--- config.mk ---
export PLATFORM = sky130hd
export DESIGN_NAME = pec_regs
export DESIGN_NICKNAME = d
export VERILOG_FILES = /design/src/rtl/pec_pkg.sv /design/src/rtl/pec_regs.sv
export SDC_FILE = /design/constraint.sdc
export NUM_CORES = 1
export LEC_CHECK = 0
export BUFFER_PORTS_ARGS = -buffer_cell sky130_fd_sc_hd__buf_2
export CAP_MARGIN = 20
export CORE_AREA = 2 2 86 88
export CTS_CLUSTER_SIZE = 28
export DETAILED_ROUTE_END_ITERATION = 7
export DIE_AREA = 0 0 88 90
export PLACE_DENSITY = 0.83
export SYNTH_ARGS = -nofsm -noshare
export SYNTH_HDL_FRONTEND = slang
export SYNTH_SLANG_ARGS = --single-unit
--- constraint.sdc ---
create_clock -name clk_in -period 6.2 [get_ports clk_in]
set_clock_uncertainty 0.15 [all_clocks]
set_input_delay 0.62 -clock clk_in [delete_from_list [all_inputs] [get_ports clk_in]]
set_output_delay 0.62 -clock clk_in [all_outputs]
set_load 0.05 [all_outputs]
--- src/rtl/pec_pkg.sv ---
// Constants for the event, interrupt and cable diagnostic register logic
package pec_pkg;

  // Register numbers on the management interface
  localparam logic [4:0]  REG_EVT_IRQ   = 5'h1B;
  localparam logic [4:0]  REG_CABLE     = 5'h1D;
  localparam logic [4:0]  REG_CTRL_ONE  = 5'h1E;
  localparam logic [4:0]  REG_CTRL_TWO  = 5'h1F;

  // Field positions
  localparam int          EVT_EN_LSB    = 8;
  localparam int          EVT_NUM       = 8;
  localparam int          CBL_START_BIT = 15;
  localparam int          CBL_RES_LSB   = 13;
  localparam int          CBL_SHORT_BIT = 12;
  localparam int          CBL_RSVD_LSB  = 9;
  localparam int          PAUSE_BIT     = 9;
  localparam int          IRQ_POL_BIT   = 9;

  // Values after reset
  localparam logic [7:0]  EVT_EN_RST    = 8'h00;
  localparam logic [7:0]  EVT_FLAG_RST  = 8'h00;
  localparam logic [1:0]  CBL_RES_RST   = 2'h0;
  localparam logic [2:0]  CBL_RSVD_RST  = 3'h0;
  localparam logic [8:0]  CBL_CNT_RST   = 9'h000;
  localparam logic [15:0] WORD_ZERO     = 16'h0000;

  // Management frame layout
  localparam logic [5:0]  PRE_LEN       = 6'd32;
  localparam logic [4:0]  HDR_LAST      = 5'd12;
  localparam logic [4:0]  DATA_LAST     = 5'd15;
  localparam logic [1:0]  OP_READ       = 2'b10;
  localparam logic [1:0]  OP_WRITE      = 2'b01;

  typedef enum logic [4:0]
  {
    ST_PRE  = 5'b00001,
    ST_HDR  = 5'b00010,
    ST_TA   = 5'b00100,
    ST_RD   = 5'b01000,
    ST_WR   = 5'b10000
  } pec_state_t;

endpackage

--- src/rtl/pec_regs.sv ---
// Event flags, interrupt pin and cable diagnostic registers behind a serial management slave
// Behaviour
// - Bit 10 enables link-down interrupt, resets 0
// - Bit 9 enables remote-fault interrupt, resets 0
// - Bit 8 enables link-up interrupt, resets 0
// - Bit 7 flags jabber, clears on read
// - Bit 6 flags receive error, clears on read
// - Bit 5 flags page received, clears on read
// - Bit 4 flags parallel-detect fault, clears on read
// - Bit 3 flags partner acknowledge, clears on read
// - Bit 2 flags link down, clears on read
// - Bit 1 flags remote fault, clears on read
// - Bit 0 flags link up, clears on read
// - Writing start bit runs test; self-clears
// - Start bit low means results valid
// - Two-bit result: normal, open, short, failed
// - Short-cable bit set below ten metres
// - Control bit 9 reports flow-control capability
// - Upper bits enable remaining five interrupts
// - Polarity bit selects active-high or active-low pin
`timescale 1ns/10ps
`default_nettype none

module pec_regs
  import pec_pkg::*;
(
  input  wire logic       clk_in,
  input  wire logic       nrst_in,
  input  wire logic [4:0] phy_addr_in,
  input  wire logic       mdc_in,
  input  wire logic       mdio_in,
  output logic            mdio_out,
  output logic            mdio_oe_n_out,
  input  wire logic [7:0] evt_in,
  output logic            irq_out,
  input  wire logic       flow_ctrl_cap_in,
  output logic            diag_start_out,
  output logic            diag_busy_out,
  input  wire logic       diag_done_in,
  input  wire logic [1:0] diag_result_in,
  input  wire logic       diag_short_in,
  input  wire logic [8:0] diag_count_in
);

  pec_state_t  state_q;
  logic        mdc_q;
  logic [5:0]  pre_cnt_q;
  logic [4:0]  cnt_q;
  logic [11:0] hdr_q;
  logic [15:0] sh_q;
  logic        is_rd_q;
  logic [4:0]  reg_q;
  logic        mdio_q;
  logic        oe_n_q;
  logic [7:0]  en_q;
  logic [7:0]  flags_q;
  logic        irq_q;
  logic        pol_q;
  logic        pause_q;
  logic        run_q;
  logic        start_q;
  logic [1:0]  res_q;
  logic        short_q;
  logic [2:0]  rsvd_q;
  logic [8:0]  fcnt_q;
  logic        mdc_rise;
  logic [12:0] frame;
  logic        hdr_done;
  logic        hdr_ok;
  logic        rd_take;
  logic        rd_clr;
  logic        wr_go;
  logic [15:0] wr_data;
  logic        any_evt;
  logic        diag_fin;
  logic        diag_go;

  function automatic logic [15:0] rd_word(input logic [4:0] addr);
    logic [15:0] w;
    w = WORD_ZERO;
    case (addr)
      REG_EVT_IRQ:  w = {en_q, flags_q};
      REG_CABLE:    w = {run_q, res_q, short_q, rsvd_q, fcnt_q};
      REG_CTRL_ONE: w[PAUSE_BIT] = pause_q;
      REG_CTRL_TWO: w[IRQ_POL_BIT] = pol_q;
      default:      w = WORD_ZERO;
    endcase
    return w;
  endfunction

  assign mdc_rise = mdc_in & ~mdc_q;
  assign frame    = {hdr_q, mdio_in};
  assign hdr_done = (state_q == ST_HDR) && mdc_rise && (cnt_q == HDR_LAST);
  assign hdr_ok   = hdr_done && frame[12] && (frame[9:5] == phy_addr_in);
  assign rd_take  = hdr_ok && (frame[11:10] == OP_READ);
  // Read of the event register clears its flags in the capture cycle
  assign rd_clr   = rd_take && (frame[4:0] == REG_EVT_IRQ);
  assign wr_go    = (state_q == ST_WR) && mdc_rise && (cnt_q == DATA_LAST);
  assign wr_data  = {sh_q[14:0], mdio_in};
  assign any_evt  = |(flags_q & en_q);
  assign diag_fin = run_q && diag_done_in;
  assign diag_go  = wr_go && (reg_q == REG_CABLE) && wr_data[CBL_START_BIT] && !run_q;

  always_ff @(posedge clk_in or negedge nrst_in)
  begin
    if (!nrst_in)
      mdc_q <= 1'b1;
    else
      mdc_q <= mdc_in;
  end

  // Management frame engine
  always_ff @(posedge clk_in or negedge nrst_in)
  begin
    if (!nrst_in)
    begin
      state_q   <= ST_PRE;
      pre_cnt_q <= 6'd0;
      cnt_q     <= 5'd0;
      hdr_q     <= 12'h000;
      sh_q      <= WORD_ZERO;
      is_rd_q   <= 1'b0;
      reg_q     <= 5'h00;
      mdio_q    <= 1'b1;
      oe_n_q    <= 1'b1;
    end
    else if (mdc_rise)
    begin
      case (state_q)
        ST_PRE:
        begin
          if (mdio_in)
          begin
            if (pre_cnt_q != PRE_LEN)
              pre_cnt_q <= pre_cnt_q + 6'd1;
          end
          else if (pre_cnt_q == PRE_LEN)
          begin
            state_q <= ST_HDR;
            cnt_q   <= 5'd0;
          end
          else
            pre_cnt_q <= 6'd0;
        end
        ST_HDR:
        begin
          hdr_q <= frame[11:0];
          cnt_q <= cnt_q + 5'd1;
          if (hdr_done)
          begin
            cnt_q     <= 5'd0;
            pre_cnt_q <= 6'd0;
            reg_q     <= frame[4:0];
            is_rd_q   <= rd_take;
            if (rd_take)
            begin
              state_q <= ST_TA;
              sh_q    <= rd_word(frame[4:0]);
            end
            else if (hdr_ok && (frame[11:10] == OP_WRITE))
              state_q <= ST_TA;
            else
              state_q <= ST_PRE;
          end
        end
        ST_TA:
        begin
          if (cnt_q == 5'd0)
          begin
            cnt_q <= 5'd1;
            if (is_rd_q)
            begin
              mdio_q <= 1'b0;
              oe_n_q <= 1'b0;
            end
          end
          else
          begin
            cnt_q <= 5'd0;
            if (is_rd_q)
            begin
              state_q <= ST_RD;
              mdio_q  <= sh_q[15];
              sh_q    <= {sh_q[14:0], 1'b0};
            end
            else
              state_q <= ST_WR;
          end
        end
        ST_RD:
        begin
          if (cnt_q == DATA_LAST)
          begin
            state_q <= ST_PRE;
            mdio_q  <= 1'b1;
            oe_n_q  <= 1'b1;
          end
          else
          begin
            mdio_q <= sh_q[15];
            sh_q   <= {sh_q[14:0], 1'b0};
            cnt_q  <= cnt_q + 5'd1;
          end
        end
        ST_WR:
        begin
          sh_q  <= wr_data;
          cnt_q <= cnt_q + 5'd1;
          if (wr_go)
            state_q <= ST_PRE;
        end
        default:
        begin
          state_q <= ST_PRE;
          oe_n_q  <= 1'b1;
        end
      endcase
    end
  end

  // Interrupt enables and pin polarity
  always_ff @(posedge clk_in or negedge nrst_in)
  begin
    if (!nrst_in)
    begin
      en_q  <= EVT_EN_RST;
      pol_q <= 1'b0;
    end
    else if (wr_go)
    begin
      if (reg_q == REG_EVT_IRQ)
        en_q <= wr_data[15:EVT_EN_LSB];
      if (reg_q == REG_CTRL_TWO)
        pol_q <= wr_data[IRQ_POL_BIT];
    end
  end

  // Sticky event flags, one per event source
  genvar gi;
  generate
    for (gi = 0; gi < EVT_NUM; gi++)
    begin : g_flag
      always_ff @(posedge clk_in or negedge nrst_in)
      begin
        if (!nrst_in)
          flags_q[gi] <= EVT_FLAG_RST[gi];
        else
          flags_q[gi] <= evt_in[gi] | (flags_q[gi] & ~rd_clr);
      end

    end
  endgenerate

  // Interrupt pin, polarity applied
  always_ff @(posedge clk_in or negedge nrst_in)
  begin
    if (!nrst_in)
      irq_q <= 1'b1;
    else
      irq_q <= pol_q ? any_evt : ~any_evt;
  end

  always_ff @(posedge clk_in or negedge nrst_in)
  begin
    if (!nrst_in)
      pause_q <= 1'b0;
    else
      pause_q <= flow_ctrl_cap_in;
  end

  // Cable test sequencing and result capture
  always_ff @(posedge clk_in or negedge nrst_in)
  begin
    if (!nrst_in)
    begin
      run_q   <= 1'b0;
      start_q <= 1'b0;
      res_q   <= CBL_RES_RST;
      short_q <= 1'b0;
      fcnt_q  <= CBL_CNT_RST;
    end
    else
    begin
      start_q <= diag_go;
      if (diag_fin)
      begin
        run_q   <= 1'b0;
        res_q   <= diag_result_in;
        short_q <= diag_short_in;
        fcnt_q  <= diag_count_in;
      end
      else if (diag_go)
        run_q <= 1'b1;
    end
  end

  always_ff @(posedge clk_in or negedge nrst_in)
  begin
    if (!nrst_in)
      rsvd_q <= CBL_RSVD_RST;
    else if (wr_go && (reg_q == REG_CABLE))
      rsvd_q <= wr_data[11:CBL_RSVD_LSB];
  end

  assign mdio_out       = mdio_q;
  assign mdio_oe_n_out  = oe_n_q;
  assign irq_out        = irq_q;
  assign diag_start_out = start_q;
  assign diag_busy_out  = run_q;
endmodule

`default_nettype wire

==> summary.md <==
| Metric | Value |
|---|---|
| First-pass GRT wire length | `15550 µm` |
| Die span in y | `90 µm` |
| Top Usage Layer GRT | `met2` |
| PwrDens | `approximately 280 nW/µm²` |
| WL final | `between 9000 and 10000 µm` |
| Post-CTS Hold Fix Bufs | `0` |
| Setup ws final | `3.218 ns` |
| Hold Violations, Final | `0` |
| Slew @ Worst Pin | `approximately 0.9 ns` |
| Worst VDD drop | `0.0002229 V` |
| Status | `finished clean` |
| Antenna Diode Count | `0` |
| Area grow syn2layout | `11.05%` |
| Gp weighted congestion | `0.8861` |
| Seq cells post-synth | `89` |
| Final setup TNS | `0 ns` |
| Main flop type after synthesis | `dfrtp_1` |
| Initial antenna violation count | `0` |
| GRT overflow | `0` |
| Placed cell count | `503` |
| Kind of critical path | `reg -> reg` |
| Via count | `3229` |
| # rows | `31` |
| I/O Pins | `36` |
| Share of cells above drive strength 1 | `between 30% and 40%` |
| WP data arrival | `between 3 and 4 ns` |
| Max Slew Vio Count | `0` |
| Met2 Use GR | `41.41%` |
| LEAKAGE | `2.180 nW` |
| CORE AREA | `7020 µm²` |
| Pwr Total | `0.001333 W` |
| Cts repair resizes | `0` |
| All-Layer GR Usage | `25.52%` |
| Final Non-Filler Cells | `just over 500` |
| Number of global-route vias before repair | `3249` |
| Avg Cell Area, Syn | `11.33 µm²` |
| Area fraction of the dominant cell type after synthesis | `48.84%` |
| Synth warnings | `0` |
| CP Max Fanout | `16` |
| Worst skew pair latency | `~0.36 ns` |
| Largest cells by area after synthesis | `dfrtp_1 (49%), mux2_2 (15%), a22oi_1 (3.3%)` |
| Hpwl dp | `~6500 µm` |
| Crit. End Element | `register` |
| Critical Path Start Type | `register` |
| Syn_nets | `416` |
| Post-synth EDFFs | `0` |
| Port bufs | `35` |
| FFs w/ async S/R, synth | `100.0%` |
| Unique cell type count in the Yosys netlist | `49` |
| HP Class | `in -> async` |
| Synth Area in Simple Gates | `12.09%` |
| Vias per inst | `between 6 and 7` |
| Unrepaired setup endpoints after global routing | `false` |
| F_max | `about 340 MHz` |
| DRC viols | `0` |
| Finish-stage setup viols | `0` |
| CTS Buffer Depth | `2` |
| Total CTS buffers | `9` |
| Period utilisation layout | `48.10%` |
| Post-synthesis compound-gate area fraction | `14.30%` |
| Max-cap violations | `0` |
| Final hold slack | `0.08832 ns` |
| Multiplexer share of the synthesized area | `15.41%` |
| Synthesized-area fraction occupied by adder cells | `1.453%` |
| CTS tree | `yes` |
| Clock transition at the registers of the reported paths | `0.09 ns` |
| Die area | `7920 µm²` |
| Initial Util | `61.31%` |
| Largest family of logic cells by synthesized area | `multiplexers` |
| WL per Instance | `17.72 µm` |
| Area leader, netlist | `dfrtp_1` |
| Slew headroom | `39.77%` |
| Post-CTS setup buffer count | `0` |
| M1 GR Usage | `between 30% and 40%` |
| Horiz. Die Dim | `between 80 and 90 µm` |
| Seq/Total Area, Yosys | `51.89%` |
| CTS root buf | `clkbuf_8` |
| Setup WS pre-CTS | `3.231 ns` |
| Req. time, crit path | `6.29 ns` |
| Gate Count Post-Synth | `380` |
| Nets | `about 450` |
| H-tree depth | `3` |
| XOR/XNOR share of the synthesized area | `2.035%` |
| Clock sinks | `89` |
| Min Tclk post-route | `just under 3 ns` |
| Pre-Repair DR Iteration Count | `5` |
| Drt initial violations | `274` |
| Largest net degree at the start of global routing | `47` |
| GR Layer Usage met3 | `approximately 6.5%` |
| DRT antenna net count | `0` |
| Post-synth design cell area | `between 4000 and 5000 µm²` |
-- cells by family (layout without fill, tap and decap cells) --
kind of cell             after synthesis  after routing
AND/OR/NAND/NOR                       98             98
AO/OA/AOI/OAI                         92             92
flip-flops                            89             89
multiplexers                          59             59
buffers and inverters                 27             66
XOR/XNOR                              10             10
adder cells (fa/ha/maj)                5              5
-- cell type report --
cell class              instances  area, µm²
clock buffers                  10      137.6
clock inverters                 5      78.83
fillers                       508       2241
inverters                      11      41.29
multi-input cells             264       1949
flip-flops and latches         89       2233
well taps                      99      123.9
repair buffers                 40      215.2
-- stage by stage --
| stage | cell area, µm² | utilization, % |
|---|---|---|
| finish | 4780 | 68.08 |
| detailed placement | 4563 | 65.00 |
| floorplan | 4304 | - |
| global placement | 4563 | 65.00 |
| CTS | 4780 | 68.08 |
| global route | 4780 | 68.08 |
-- sequential cells by signal, summed over array words and instances (netlist names), 2 cells and up --
signal,flops
sh_q,16
hdr_q,12
fcnt_q,9
en_q,8
flags_q,8
pre_cnt_q,6
cnt_q,5
reg_q,5
state_q,5
rsvd_q,3
res_q,2
-- power by group --
part,internal [W],leakage (nW),switching [W]
combinational,0.0000928,0.906,0.0000903
sequential,0.000650,1.16,0.0000617
clock,0.000236,0.113,0.000203
-- worst max-delay path, cell delays in order, from the launching register on --
cell and delay, ns:
dfrtp_1 0.42, ha_1 0.24, and3_1 0.19, ha_1 0.25, a41o_1 0.27, nor3_1 0.41
o211ai_2 0.51, mux2_2 0.43
-- layout by cell type (no fill, tap or decap), drive strengths merged, types with 6 or more instances in the layout --
cell / synthesis / routed
dfrtp: 84 / 84
nand2b: 8 / 8
nor2: 29 / 29
mux2: 58 / 58
nand4: 6 / 6
nand3: 12 / 12
xnor2: 8 / 8
nand2: 14 / 14
a22oi: 19 / 19
buf: 6 / 40
o21ai: 20 / 20
clkbuf: 10 / 10
inv: 11 / 12
a21o: 9 / 9
a21oi: 21 / 21
-- path summary, 6_finish.rpt --
kind,slack (ns),end,from,cells past startpoint
setup / recovery,3.22,sh_q[15],cnt_q[0],7
hold / removal,0.09,pre_cnt_q[2],nrst_in,1
setup reg to reg,3.22,sh_q[15],cnt_q[0],7
hold reg to reg,0.35,mdio_oe_n_out,mdio_oe_n_out,2
max in group asynchronous,4.86,mdio_out,nrst_in,2
min in group clk_in,0.22,pause_q,flow_ctrl_cap_in,1
-- synth_stat cells, drive strengths merged, types with 4 or more instances --
master and count:
a21o 9, a21oi 21, a22o 4, a22oi 19, buf 6, clkbuf 10, dfrtp 84, dfstp 5
ha 5, inv 11, mux2 58, nand2 14, nand2b 8, nand3 12, nand4 6, nor2 29
nor3 4, o21ai 20, or2 4, or4 4, xnor2 8
-- layer usage --
layer  wire [µm]  vias to the layer above
li1            -                     1457
met5           0                        -
met4         190                        0
met3         542                       22
met1        3645                     1614
met2        4799                      136
No activity file was read; power rests on OpenSTA's default activity.
